<file path="src/design/mss_pkg.sv">
// package: constants and types of the multi-step speed sequencer
package mss_pkg;

  localparam int unsigned NUM_STEPS = 16;
  localparam int unsigned STEP_W    = 4;
  localparam int unsigned REF_W     = 11;  // signed, 0.1 % units
  localparam int unsigned DUR_W     = 16;  // 0.1 s or 0.1 h units
  localparam int unsigned RAMP_W    = 2;
  localparam int unsigned BASE_W    = 16;
  localparam int unsigned PRE_W     = 24;
  localparam int unsigned HCNT_W    = 12;

  // full scale of a step reference, 100.0 % in 0.1 % units
  localparam logic [9:0] REF_FULL       = 10'h3E8;
  localparam logic [REF_W-1:0] REF_RST  = 11'h000;
  localparam logic [DUR_W-1:0] DUR_MAX  = 16'hFDE8;  // 6500.0
  localparam logic [STEP_W-1:0] STEP_FIRST = 4'h0;
  localparam logic [STEP_W-1:0] STEP_LAST  = 4'hF;

  // sequence_run_mode encodings
  localparam logic [1:0] MODE_STOP_END = 2'h0;
  localparam logic [1:0] MODE_HOLD_END = 2'h1;
  localparam logic [1:0] MODE_REPEAT   = 2'h2;

  // sequence_retention_select bit positions
  localparam int unsigned RET_PWR_BIT  = 0;  // units digit
  localparam int unsigned RET_STOP_BIT = 1;  // tens digit

  // output target encodings
  localparam logic [1:0] TGT_FREQ = 2'h0;
  localparam logic [1:0] TGT_VOLT = 2'h1;
  localparam logic [1:0] TGT_PID  = 2'h2;

  // step0_source_select encodings
  localparam logic [2:0] SRC_STORED = 3'h0;
  localparam logic [2:0] SRC_LAST   = 3'h6;

  // timing: the duration unit is a tenth of a second or of an hour
  localparam int unsigned CLK_PERIOD_NS = 10;
  localparam int unsigned TENTH_SEC_NS  = 100_000_000;
  localparam int unsigned TENTH_SEC_CYC = TENTH_SEC_NS / CLK_PERIOD_NS;
  localparam int unsigned SEC_PER_HOUR  = 3600;
  localparam logic [HCNT_W-1:0] HCNT_LAST = HCNT_W'(SEC_PER_HOUR - 1);

  typedef enum logic [1:0] {
    ST_IDLE,
    ST_RUN,
    ST_HOLD
  } mss_state_t;

  typedef struct packed {
    mss_state_t        state;
    logic [STEP_W-1:0] step;
    logic [DUR_W-1:0]  elapsed;
    logic [PRE_W-1:0]  pre;
    logic [HCNT_W-1:0] hcnt;
    logic [STEP_W-1:0] rec_step;
    logic [DUR_W-1:0]  rec_elapsed;
    logic [BASE_W-1:0] rec_freq;
    logic              rec_valid;
    logic              rec_pwr;
    logic              boot;
    logic              nv_save;
    logic              drive_run;
    logic              dir_rev;
    logic [BASE_W-1:0] freq_ref;
    logic [BASE_W-1:0] volt_ref;
    logic [REF_W-1:0]  pid_sp;
    logic [RAMP_W-1:0] ramp_sel;
    logic              pass_done;
  } mss_st_t;

endpackage : mss_pkg

</file>
<file path="src/design/mss_scale.sv">
// module: scales a signed step reference against a full-scale base
`timescale 1ns/1ps
`default_nettype none
module mss_scale (
  input  wire logic signed [mss_pkg::REF_W-1:0]  ref_in,
  input  wire logic        [mss_pkg::BASE_W-1:0] base,
  output logic             [mss_pkg::BASE_W-1:0] mag,
  output logic                                   neg
);
  import mss_pkg::*;

  logic [9:0]  abs_ref;
  logic [25:0] prod;

  // clamp to full scale so the result never exceeds the base
  always_comb begin
    abs_ref = ref_in[REF_W-1] ? 10'((-ref_in)) : ref_in[9:0];
    if (abs_ref > REF_FULL || (ref_in[REF_W-1] && ref_in[9:0] == 10'h000
        && ref_in != REF_RST)) begin
      abs_ref = REF_FULL;
    end
    prod = 26'(abs_ref) * 26'(base);
    mag  = BASE_W'(prod / 26'(REF_FULL));
    neg  = ref_in[REF_W-1];
  end

endmodule : mss_scale
`default_nettype wire

</file>
<file path="src/design/mss_sequencer.sv">
// module: multi-step reference sequencer, timed or terminal selected
`timescale 1ns/1ps
`default_nettype none
// Behaviour
// - mode 0 halts the drive after one pass until a new run command.
// - mode 1 holds final reference and direction after one pass.
// - mode 2 restarts at step 0 after each pass until stopped.
// - in frequency use a negative step selects reverse, positive forward.
// - power retention saves position and frequency, resumes after power-up.
// - without power retention the sequence restarts after power returns.
// - stop retention records position and frequency, continues on start.
// - without stop retention a start begins at step 0; default off.
// - sixteen signed step references, -100.0 to 100.0 percent, default 0.
// - frequency use scales a step against maximum output frequency.
// - voltage use scales a step against rated motor voltage.
// - regulator setpoint use passes the step value unchanged.
// - input terminals may select the active step instead of timing.
// - each step has its own duration, 0.0 to 6500.0 units.
// - each step carries a 2-bit ramp time set selector.
// - timed output serves as frequency or separated voltage reference.
// - a time unit bit reads durations as seconds or hours.
// - step 0 source is stored, analog, pulse, regulator or keypad.
module mss_sequencer #(
  parameter int unsigned TENTH_CYC = mss_pkg::TENTH_SEC_CYC
) (
  input  wire logic                        mclk,
  input  wire logic                        rst_b,
  input  wire logic [1:0]                  sequence_run_mode,
  input  wire logic [1:0]                  sequence_retention_select,
  input  wire logic [mss_pkg::NUM_STEPS-1:0][mss_pkg::REF_W-1:0] step_reference,
  input  wire logic [mss_pkg::NUM_STEPS-1:0][mss_pkg::DUR_W-1:0] step_duration,
  input  wire logic [mss_pkg::NUM_STEPS-1:0][mss_pkg::RAMP_W-1:0] step_ramp_select,
  input  wire logic                        step_time_unit,
  input  wire logic [2:0]                  step0_source_select,
  input  wire logic [5:0][mss_pkg::REF_W-1:0] step0_alt_ref,
  input  wire logic [1:0]                  out_target,
  input  wire logic                        terminal_mode,
  input  wire logic [mss_pkg::STEP_W-1:0]  terminal_step,
  input  wire logic                        run_cmd,
  input  wire logic                        stop_cmd,
  input  wire logic                        power_fail,
  input  wire logic                        nv_valid,
  input  wire logic [mss_pkg::STEP_W-1:0]  nv_step,
  input  wire logic [mss_pkg::DUR_W-1:0]   nv_elapsed,
  input  wire logic [mss_pkg::BASE_W-1:0]  max_freq,
  input  wire logic [mss_pkg::BASE_W-1:0]  rated_volt,
  output logic                             drive_run,
  output logic                             dir_reverse,
  output logic [mss_pkg::BASE_W-1:0]       freq_ref,
  output logic [mss_pkg::BASE_W-1:0]       volt_ref,
  output logic [mss_pkg::REF_W-1:0]        pid_setpoint,
  output logic [mss_pkg::RAMP_W-1:0]       ramp_select,
  output logic [mss_pkg::STEP_W-1:0]       active_step,
  output logic                             pass_done,
  output logic                             nv_save,
  output logic [mss_pkg::STEP_W-1:0]       nv_save_step,
  output logic [mss_pkg::DUR_W-1:0]        nv_save_elapsed,
  output logic [mss_pkg::BASE_W-1:0]       nv_save_freq
);
  import mss_pkg::*;

  localparam logic [PRE_W-1:0] PRE_LAST = PRE_W'(TENTH_CYC - 1);

  logic [1:0]        rst_sync_ff;
  logic              rst_i_b;
  mss_st_t           q_ff;
  mss_st_t           nxt_q;
  logic [REF_W-1:0]  cur_ref;
  logic [DUR_W-1:0]  cur_dur;
  logic [BASE_W-1:0] f_mag;
  logic [BASE_W-1:0] v_mag;
  logic              f_neg;
  logic              tick;
  logic              ret_pwr;
  logic              ret_stop;
  logic              step_done;

  // reset is released through two flops so every state flop sees it cleanly
  always_ff @(posedge mclk or negedge rst_b) begin
    if (!rst_b) begin
      rst_sync_ff <= 2'h0;
    end else begin
      rst_sync_ff <= {rst_sync_ff[0], 1'b1};
    end
  end
  assign rst_i_b = rst_sync_ff[1];

  assign ret_pwr  = sequence_retention_select[RET_PWR_BIT];
  assign ret_stop = sequence_retention_select[RET_STOP_BIT];

  // active reference; step 0 may come from another channel
  always_comb begin
    cur_ref = step_reference[q_ff.step];
    if (q_ff.step == STEP_FIRST && step0_source_select != SRC_STORED
        && step0_source_select <= SRC_LAST) begin
      cur_ref = step0_alt_ref[3'(step0_source_select - 3'h1)];
    end
    cur_dur = step_duration[q_ff.step];
  end

  // one scaler per physical quantity
  mss_scale u_freq_scale (
    .ref_in (cur_ref),
    .base   (max_freq),
    .mag    (f_mag),
    .neg    (f_neg)
  );

  mss_scale u_volt_scale (
    .ref_in (cur_ref),
    .base   (rated_volt),
    .mag    (v_mag),
    .neg    ()
  );

  // duration tick: tenth of a second, or 3600 of them in hour mode
  always_comb begin
    tick = (q_ff.pre == PRE_LAST)
           && (!step_time_unit || q_ff.hcnt == HCNT_LAST);
    step_done = tick && (DUR_W'(q_ff.elapsed + 16'h0001) >= cur_dur);
  end

  // next state of the whole sequencer
  always_comb begin
    nxt_q = q_ff;
    nxt_q.nv_save   = 1'b0;
    nxt_q.pass_done = 1'b0;
    nxt_q.boot      = 1'b0;

    // first cycle after reset: pick up the position saved at power loss
    if (q_ff.boot && ret_pwr && nv_valid) begin
      nxt_q.rec_step    = nv_step;
      nxt_q.rec_elapsed = nv_elapsed;
      nxt_q.rec_valid   = 1'b1;
      nxt_q.rec_pwr     = 1'b1;
    end

    unique case (q_ff.state)
      ST_IDLE: begin
        if (run_cmd && !stop_cmd) begin
          nxt_q.state     = ST_RUN;
          nxt_q.drive_run = 1'b1;
          nxt_q.pre       = '0;
          nxt_q.hcnt      = '0;
          nxt_q.rec_valid = 1'b0;
          nxt_q.rec_pwr   = 1'b0;
          if (q_ff.rec_valid && (ret_stop || q_ff.rec_pwr)) begin
            nxt_q.step    = q_ff.rec_step;
            nxt_q.elapsed = q_ff.rec_elapsed;
          end else begin
            nxt_q.step    = STEP_FIRST;
            nxt_q.elapsed = '0;
          end
        end
      end
      ST_RUN: begin
        if (terminal_mode) begin
          nxt_q.step = terminal_step;
        end else if (cur_dur == '0 || step_done) begin
          // zero duration skips; an elapsed duration advances
          nxt_q.elapsed = '0;
          nxt_q.pre     = '0;
          nxt_q.hcnt    = '0;
          if (q_ff.step != STEP_LAST) begin
            nxt_q.step = 4'(q_ff.step + 4'h1);
          end else begin
            nxt_q.pass_done = 1'b1;
            unique case (sequence_run_mode)
              MODE_HOLD_END: nxt_q.state = ST_HOLD;
              MODE_REPEAT:   nxt_q.step  = STEP_FIRST;
              default: begin
                nxt_q.state     = ST_IDLE;
                nxt_q.drive_run = 1'b0;
                nxt_q.step      = STEP_FIRST;
              end
            endcase
          end
        end else begin
          nxt_q.pre = PRE_W'(q_ff.pre + 24'h000001);
          if (q_ff.pre == PRE_LAST) begin
            nxt_q.pre  = '0;
            nxt_q.hcnt = (q_ff.hcnt == HCNT_LAST || !step_time_unit) ? '0
                         : HCNT_W'(q_ff.hcnt + 12'h001);
            if (tick) begin
              nxt_q.elapsed = DUR_W'(q_ff.elapsed + 16'h0001);
            end
          end
        end
        // outputs follow only steps that really run, so skips never glitch
        if (terminal_mode || cur_dur != '0) begin
          nxt_q.freq_ref = f_mag;
          nxt_q.dir_rev  = (out_target == TGT_FREQ) && f_neg;
          nxt_q.volt_ref = v_mag;
          nxt_q.pid_sp   = cur_ref;
          nxt_q.ramp_sel = step_ramp_select[q_ff.step];
        end
      end
      ST_HOLD: begin
        // final values stay frozen while the drive keeps running
      end
      default: begin
        nxt_q.state     = ST_IDLE;
        nxt_q.drive_run = 1'b0;
      end
    endcase

    // stop wins over a pass end in the same cycle
    if (stop_cmd && q_ff.state != ST_IDLE) begin
      nxt_q.state     = ST_IDLE;
      nxt_q.drive_run = 1'b0;
      nxt_q.rec_valid = ret_stop;
      nxt_q.rec_pwr   = 1'b0;
      nxt_q.rec_step    = q_ff.step;
      nxt_q.rec_elapsed = q_ff.elapsed;
      nxt_q.rec_freq    = q_ff.freq_ref;
      nxt_q.step        = STEP_FIRST;
      nxt_q.elapsed     = '0;
    end

    // power loss: hand the moment and frequency to non-volatile storage
    if (power_fail && ret_pwr) begin
      nxt_q.nv_save     = 1'b1;
      nxt_q.rec_step    = q_ff.step;
      nxt_q.rec_elapsed = q_ff.elapsed;
      nxt_q.rec_freq    = q_ff.freq_ref;
    end
  end

  // the single state register
  always_ff @(posedge mclk or negedge rst_i_b) begin
    if (!rst_i_b) begin
      q_ff      <= '0;
      q_ff.boot <= 1'b1;
    end else begin
      q_ff <= nxt_q;
    end
  end

  assign drive_run       = q_ff.drive_run;
  assign dir_reverse     = q_ff.dir_rev;
  assign freq_ref        = q_ff.freq_ref;
  assign volt_ref        = q_ff.volt_ref;
  assign pid_setpoint    = q_ff.pid_sp;
  assign ramp_select     = q_ff.ramp_sel;
  assign active_step     = q_ff.step;
  assign pass_done       = q_ff.pass_done;
  assign nv_save         = q_ff.nv_save;
  assign nv_save_step    = q_ff.rec_step;
  assign nv_save_elapsed = q_ff.rec_elapsed;
  assign nv_save_freq    = q_ff.rec_freq;

  // checks on the sequencing
  a_mode0_halts: assert property (
    @(posedge mclk) disable iff (!rst_i_b)
    (q_ff.state == ST_RUN && nxt_q.pass_done && !stop_cmd
     && sequence_run_mode == MODE_STOP_END)
    |=> (!drive_run && q_ff.state == ST_IDLE)
  ) else $error("mode 0 did not halt after a pass");

  a_hold_final: assert property (
    @(posedge mclk) disable iff (!rst_i_b)
    (q_ff.state == ST_HOLD && !stop_cmd)
    |=> ($stable(freq_ref) && $stable(dir_reverse) && drive_run)
  ) else $error("held final values changed");

  a_repeat_wrap: assert property (
    @(posedge mclk) disable iff (!rst_i_b)
    (q_ff.state == ST_RUN && nxt_q.pass_done && !stop_cmd
     && sequence_run_mode == MODE_REPEAT)
    |=> (active_step == STEP_FIRST && drive_run)
  ) else $error("repeat mode did not wrap to step 0");

  a_dir_sign: assert property (
    @(posedge mclk) disable iff (!rst_i_b)
    (q_ff.state == ST_RUN && terminal_mode && !stop_cmd
     && out_target == TGT_FREQ)
    |=> (dir_reverse == $past(cur_ref[REF_W-1]))
  ) else $error("direction does not follow step sign");

  a_pid_pass: assert property (
    @(posedge mclk) disable iff (!rst_i_b)
    (q_ff.state == ST_RUN && terminal_mode && !stop_cmd)
    |=> (pid_setpoint == $past(cur_ref))
  ) else $error("setpoint altered on pass-through");

  a_terminal_sel: assert property (
    @(posedge mclk) disable iff (!rst_i_b)
    (q_ff.state == ST_RUN && terminal_mode && !stop_cmd)
    |=> (active_step == $past(terminal_step))
  ) else $error("terminal selection not applied");

  a_zero_skip: assert property (
    @(posedge mclk) disable iff (!rst_i_b)
    (q_ff.state == ST_RUN && !terminal_mode && !stop_cmd
     && cur_dur == '0 && q_ff.step != STEP_LAST)
    |=> (active_step == 4'($past(q_ff.step) + 4'h1))
  ) else $error("zero-duration step not skipped");

  a_step_order: assert property (
    @(posedge mclk) disable iff (!rst_i_b)
    (q_ff.state == ST_RUN && !terminal_mode && !stop_cmd
     && cur_dur != '0 && !step_done)
    |=> $stable(active_step)
  ) else $error("step advanced before its duration");

  a_fresh_start: assert property (
    @(posedge mclk) disable iff (!rst_i_b)
    (q_ff.state == ST_IDLE && run_cmd && !stop_cmd
     && !q_ff.rec_valid)
    |=> (active_step == STEP_FIRST && drive_run)
  ) else $error("fresh start not at step 0");

  a_stop_record: assert property (
    @(posedge mclk) disable iff (!rst_i_b)
    (q_ff.state == ST_RUN && stop_cmd && ret_stop && !power_fail)
    |=> (!drive_run && q_ff.rec_valid && nv_save_step == $past(q_ff.step))
  ) else $error("stop position not recorded");

  // a recorded stop point is where the next start resumes
  a_stop_resume: assert property (
    @(posedge mclk) disable iff (!rst_i_b)
    (q_ff.state == ST_IDLE && run_cmd && !stop_cmd && ret_stop
     && q_ff.rec_valid)
    |=> (active_step == $past(nv_save_step) && drive_run)
  ) else $error("stop position not resumed");

  a_stop_fresh: assert property (
    @(posedge mclk) disable iff (!rst_i_b)
    (q_ff.state == ST_IDLE && run_cmd && !stop_cmd && !ret_stop
     && !q_ff.rec_pwr)
    |=> (active_step == STEP_FIRST && drive_run)
  ) else $error("start without retention not at step 0");

  // power loss hands over the current step and frequency
  a_nv_capture: assert property (
    @(posedge mclk) disable iff (!rst_i_b)
    (power_fail && ret_pwr)
    |=> (nv_save && nv_save_step == $past(q_ff.step)
         && nv_save_freq == $past(freq_ref))
  ) else $error("power-loss point not handed over");

  a_ramp_follow: assert property (
    @(posedge mclk) disable iff (!rst_i_b)
    (q_ff.state == ST_RUN && terminal_mode && !stop_cmd)
    |=> (ramp_select == $past(step_ramp_select[q_ff.step]))
  ) else $error("ramp set does not follow the step");

endmodule : mss_sequencer
`default_nettype wire

</file>
<file path="config.mk">
export PLATFORM = sky130hd
export DESIGN_NAME = mss_sequencer
export DESIGN_NICKNAME = d
export VERILOG_FILES = /design/src/design/mss_pkg.sv /design/src/design/mss_scale.sv /design/src/design/mss_sequencer.sv
export SDC_FILE = /design/constraint.sdc
export NUM_CORES = 2
export LEC_CHECK = 0
export ABC_AREA = 1
export BUFFER_PORTS_ARGS = -buffer_cell sky130_fd_sc_hd__buf_2
export CAP_MARGIN = 25
export CORE_ASPECT_RATIO = 1.5
export CORE_UTILIZATION = 38
export DETAILED_ROUTE_END_ITERATION = 16
export HOLD_SLACK_MARGIN = 0.12
export PLACE_DENSITY = 0.69
export SYNTH_ARGS = -nofsm -noshare
export SYNTH_HDL_FRONTEND = slang
export SYNTH_SLANG_ARGS = --single-unit
</file>
<file path="constraint.sdc">
create_clock -name mclk -period 6 [get_ports mclk]
set_input_delay 0 -clock mclk [delete_from_list [all_inputs] [get_ports mclk]]
set_output_delay 0 -clock mclk [all_outputs]
set_load 0.01 [all_outputs]
</file>
-- Word level (Yosys, flattened, before mapping)
Cells that the tools add are included.
- add/sub/neg operators: 6
- multiply operators: 2
- divide/modulo/power cells: 2
- $lt $le $gt $ge: 5
- equality and inequality tests: 21
- mux-type cells: 46
- reductions and logical operators: 41
- operator list (operator ; count):
    $mux W52 ; 3
    $pmux W56 S2 ; 1
    $bmux W16 S4 ; 1
    $mux W58 ; 1
    $div A26 B10 Y26 const B ; 2
    $mul A10 B16 Y26 ; 2
    $bmux W11 S4 ; 1
    $mux W20 ; 2
    $mux W38 ; 1
    $mux W36 ; 1
    $bmux W11 S3 ; 1
    $mux W11 ; 3
    $mux W16 ; 2
    $add A24 B1 Y24 const B ; 1
    $eq A24 B24 Y1 const B ; 1
    $mux W22 ; 1
    $ne A3 B3 Y1 const B ; 7
    $mux W10 ; 2
    $add A16 B1 Y16 const B ; 1
    $ge A16 B16 Y1 ; 1
    $logic_not A16 Y1 ; 1
    $ne A4 B4 Y1 const B ; 4
    $reduce_bool A16 Y1 ; 1
    $logic_and A1 B1 Y1 ; 13
    36 further kinds ; 69
- bits in registers: 148
- output and inout port bits: 89
- word-level logic and storage cells: 143

-- Depth between registers and ports, before layout
- depth in word-level cells: 11
- gate-level depth with buffers: 156
- depth with buffers taken out: 146

-- Cells and area by module
From an unflattened synthesis, not the netlist that was laid out.
- cells, all modules: 5628
- area total of the unflattened synthesis: 34395.5 µm²
- modules (own cells, without submodules) (module ; instances ; cells an instance ; area an instance (µm²) ; seq. area each (µm²)):
    mss_sequencer ; 1 ; 2386 ; 14162.3 ; 3704.8
    mss_scale (u_volt_scale) ; 1 ; 1598 ; 10478.8 ; 0.0
    mss_scale (u_freq_scale) ; 1 ; 1644 ; 9754.4 ; 0.0

-- Worst setup path before layout
OpenSTA, ideal clock, no wires.
- kind: reg-to-reg
- from: register q_ff, in the netlist active_step[0]
- to: register q_ff, in the netlist volt_ref[0]
- arrival time: 17231 ps
- path slack: -11344 ps
- cell stages (with the launch flop): 145
- buffers on the path: 11
- cell sequence: dfrtp_1 -> clkbuf_1 -> inv_1 -> clkbuf_1 -> clkbuf_1 -> clkbuf_1 -> clkbuf_1 -> clkbuf_1 -> clkbuf_1 -> clkbuf_1 -> clkbuf_1 -> ha_1 -> o2111ai_1 -> a31oi_1 -> inv_1 -> clkbuf_1 -> nand2_1 -> nand2_1 -> [109 not listed] -> nand2_2 -> nand2_1 -> nor2_2 -> nand2_2 -> nand3_1 -> nand2_2 -> inv_2 -> nand2_2 -> nor2_4 -> nand2_4 -> nand2_1 -> nand2_1 -> nand3_1 -> inv_1 -> nand3_1 -> nand3_1 -> nand2_1 -> inv_1
- cells in the longest elaborated chain, start to end: 11
- elaborated cells on any way between the ends: 22
- those cells by class: 1 x add/sub; 1 x mul; 1 x div; 1 x order compare; 7 x mux; 11 x reduce/logical
- ends and longest elaborated chain (item ; line ; source):
    from (decl) ; mss_sequencer.sv:66 ; mss_st_t q_ff;
    from (signal assigned) ; mss_sequencer.sv:235 ; q_ff <= nxt_q;
    branches (longest 11 deep; another with $mul A10 B16 Y26) ; -- ;
Several ways; the timed one is not identified. The select of a mux whose other input is x is not followed.
A chain may end at the register's enable or synchronous reset.

-- Worst setup path in the final report
- from: register q_ff, in the netlist active_step[0]
- to: register q_ff, in the netlist freq_ref[0]
Same word-level chain as after synthesis.

==> results <==
- The run finished, with violations left.
- The checks that failed: negative setup slack.
- Sequential elements use 11.8% of the synthesized area.
- Entering global routing, the biggest net connects 70 pins.
- The max-cap check violation count is 0.
- Measured along the x axis, the die boundary spans approximately 240 um.
- The post-layout worst setup margin is -10.61 ns.
- Synthesis produced a netlist with a net count of 5830.
- The area share of the largest cell type after synthesis is 14.0%.
- The slew at the pin closest to its max-slew limit is ~1.3 ns.
- The cell taking the most area after synthesis is sky130_fd_sc_hd__fa_1.
- The number of instances in the synthesized netlist is 4858.
- The total I/O pin count is 692.
- The CTS tree is done.
- The worst setup path is launched from a flip-flop.
- The setup TNS is -218.01 ns.
- The data required time at the worst endpoint is 6.38 ns.
- Detailed placement finished with a half-perimeter wire length of 118 mm.
- The portion of the clock cycle consumed by the worst path in the final layout is 277%.
- The most numerous cell type found on the critical path is sky130_fd_sc_hd__buf_4.
- The overall via count from detail_route is roughly 40k.
- The arrival time of data at the critical path endpoint is between 15 and 20 ns.
- The initial standard-cell utilization of the core is 38.5%.
- The count of yosys warnings during synthesis is 0.
- The cell total after placement is 7015.
- The final count of pins violating max slew is 0.
- The global routing usage on met3 is 7.72%.
- For this block, the routed nets add up to 156 mm of wire.
- The number of nets still failing antenna checks after routing is 0.
- The worst setup skew after layout is about 0.018 ns.
- The number of global-route vias before repair is 39.5k.
- In the routed layout, each cell is associated on average with a via count of roughly 5.5.
- The number of hold violations in the final report came to 0.
- The floorplan has 128 rows.
- The met1 track demand over resource is 37.8%.
- The count of unique library cells instantiated by Yosys is 74.
- The worst hold path class is reg -> async.
- Each instance of the synthesized netlist takes up on average 6.46 um2.
- The global routing's busiest layer is met2.
- The mapped netlist covers 0.0314 mm2.
- After synthesis the netlist holds a flip-flop and latch count of around 150.
- Setup repair after global routing could not meet its margin everywhere.
- After clock tree synthesis, the clock-pin slew on the worst setup and hold paths is 0.07 ns.
- CTS saw roughly 150 sinks.
- From bottom edge to top edge, the die measures 354 um.
- The initial antenna violation count is 38.
- The fraction of layout instances using a drive strength above 1 is approximately 41%.
- The number of remaining DRC errors is 0.
- The final cell count without fillers is 7322.
- For this run, global-route usage on met2 was measured as 61.3%.
- Of all nets on the critical path, the largest fanout is 8.
- The first detailed-routing pass ran for 6 iterations.
- Sorting the synthesized cells by area gives the leading types as sky130_fd_sc_hd__fa_1, sky130_fd_sc_hd__nand2_1, sky130_fd_sc_hd__dfrtp_1, sky130_fd_sc_hd__inv_1, sky130_fd_sc_hd__nor2_1.
- The maximum count of clock buffers along a single path is 2.
- Dividing the detail-routed wire length by the instance count gives 21.3 um.
- The worst path in the final design needs a cycle of between 15 and 20 ns, including I/O delays and setup.
- The worst pin sits at a relative slew slack of roughly 15%.
- The post-route standard cell area excluding fillers is 0.0471 mm2.
- The share of flip-flops with an asynchronous set or reset is 100%.
- The classification of the worst setup path is reg -> reg.
- Among all flip-flop cells after synthesis, the most frequent one is sky130_fd_sc_hd__dfrtp_1.
- The stage delay of the slowest cell on the critical path is 0.63 ns.
- The placed instances occupy a cell area of ~0.041 mm2.
- In this run the clock root is driven by a sky130_fd_sc_hd__clkbuf_16.
- In this run the number of H-tree levels came out at 4.
- The floorplan core area is 0.0815 mm2.
- For this run the aggregate overflow at the end of global routing stands at 0.
- During placement, the flow inserted port buffers numbering slightly below 700.
- The highest clock frequency the design can meet is 60.2 MHz.
- Routability-driven placement finished with a final weighted congestion of 1.03.
- The net count of the finished layout is 7213.
- The floorplan die area is 0.0838 mm2.
- The later pin in the worst-skew pair is clocked with a latency of 0.47 ns.
- The first-pass GRT wire length is roughly 220 mm.
- The largest individual stage delay along the critical path comes from the cell sky130_fd_sc_hd__fa_1.
- The number of setup violations in the final report is 33.
- The area growth from synthesis to layout is 50.1%.
- The number of buffers created by CTS is 17.
- STA classifies the critical path endpoint as a flip-flop.
- Across every metal layer, demand over resource in global routing totals 35.2%.
- Counting flops with a built-in enable in the synthesized netlist gives 0.
- For this block, the initial DRC count from the detailed router was 3058.
-- cells by family after synthesis --
group | after synthesis | share of synthesized area, %
fa+ha+maj | 369 | 20.0
compound gates | 818 | 16.1
other cells | 2 | 0.0239
xor+xnor | 128 | 3.62
buf+inv | 1077 | 14.1
flops | 148 | 11.8
simple gates | 2316 | 34.4
-- worst max-delay path, delay by kind of cell (launching register included) --
kind	cells	cell delay, ns
and+or+nand+nor	43	4.97
adders and majority gates	7	3.20
AOI/OAI and AO/OA	11	1.87
buffers and inverters	43	5.18
xor gates and xnor gates	3	0.72
DFF	1	0.51
-- Yosys cell counts (all sizes together), types with 44 or more instances --
| library cell | count |
|---|---|
| nand2 | 1261 |
| inv | 776 |
| nor2 | 572 |
| o21ai | 418 |
| nand3 | 345 |
| fa | 220 |
| clkbuf | 178 |
| ha | 149 |
| dfrtp | 147 |
| xor2 | 110 |
| buf | 107 |
| o221ai | 96 |
| a21oi | 92 |
| nand4 | 62 |
| o22ai | 61 |
| o211ai | 44 |
-- per-layer routing --
metal	up-vias	part of all wire, %
li1	18400	-
met1	19100	35
met2	1940	48
met3	615	8.2
met4	14	8.2
met5	-	0.070
-- cell type report --
type	instances	area, um2
Timing Repair Buffer	1644	11700
Timing Repair inverter	2	17.5
Antenna cell	28	70.1
Sequential cell	148	3720
Multi-Input combinational cell	3636	26600
Clock buffer	18	429
Tap cell	1040	1300
Inverter	792	3090
Clock inverter	14	139
Fill cell	7318	34400
-- path summary, 6_finish.rpt --
path / startpoint / endpoint / slack, ns / cells after the start
max: active_step[0] / freq_ref[0] / -10.61 / 107
min: rst_sync_ff[1] / q_ff[129] / 0.16 / 0
max reg2reg: active_step[0] / freq_ref[0] / -10.61 / 107
min reg2reg: rst_sync_ff[1] / q_ff[129] / 0.16 / 0
max in group asynchronous: rst_sync_ff[1] / nv_save_freq[9] / 5.04 / 2
min in group mclk: terminal_step[1] / active_step[1] / 0.19 / 5
-- what timing repair did --
item	in CTS	in global routing
pin swaps	256	137
hold buffers	45	0
cloned	11	8
endpoints found under the setup margin	32	55
hold endpoints to repair	36	0
resized for setup	472	293
setup buffers	124	59
-- through the flow --
step	setup WS (ns)	utilization [%]	hold WS, ns
floorplan	-9.59	-	-0.296
global placement	-10.26	50.3	-0.215
detailed placement	-10.50	50.3	-0.212
CTS	-9.80	55.4	0.144
global route	-11.36	57.8	0.171
finish	-10.61	57.8	0.158
-- state kept, by name, indices dropped and copies added (netlist names) --
name,cells
drive_run,1
volt_ref,16
pass_done,1
nv_save,1
active_step,4
nv_save_elapsed,16
dir_reverse,1
freq_ref,16
pid_setpoint,11
q_ff,57
rst_sync_ff,2
nv_save_step,4
ramp_select,2
nv_save_freq,16
-- placed cells by master (no fill, tap or decap), drive strengths merged, types with 20 or more instances in the layout --
| master | instances |
|---|---|
| a31oi | 33 |
| o221ai | 96 |
| fa | 220 |
| clkinv | 20 |
| nor3 | 25 |
| a21oi | 92 |
| nand3 | 345 |
| diode | 28 |
| o21ai | 418 |
| dfrtp | 147 |
| o22ai | 61 |
| xor2 | 110 |
| dlygate4sd3 | 45 |
| nand4 | 62 |
| inv | 782 |
| clkbuf | 25 |
| nor2 | 572 |
| nand2 | 1264 |
| buf | 1587 |
| ha | 149 |
| o211ai | 44 |
Power is left out: the tool's default activity adds up to more than one toggle a clock period on the data nets, which glitch-free logic cannot reach.
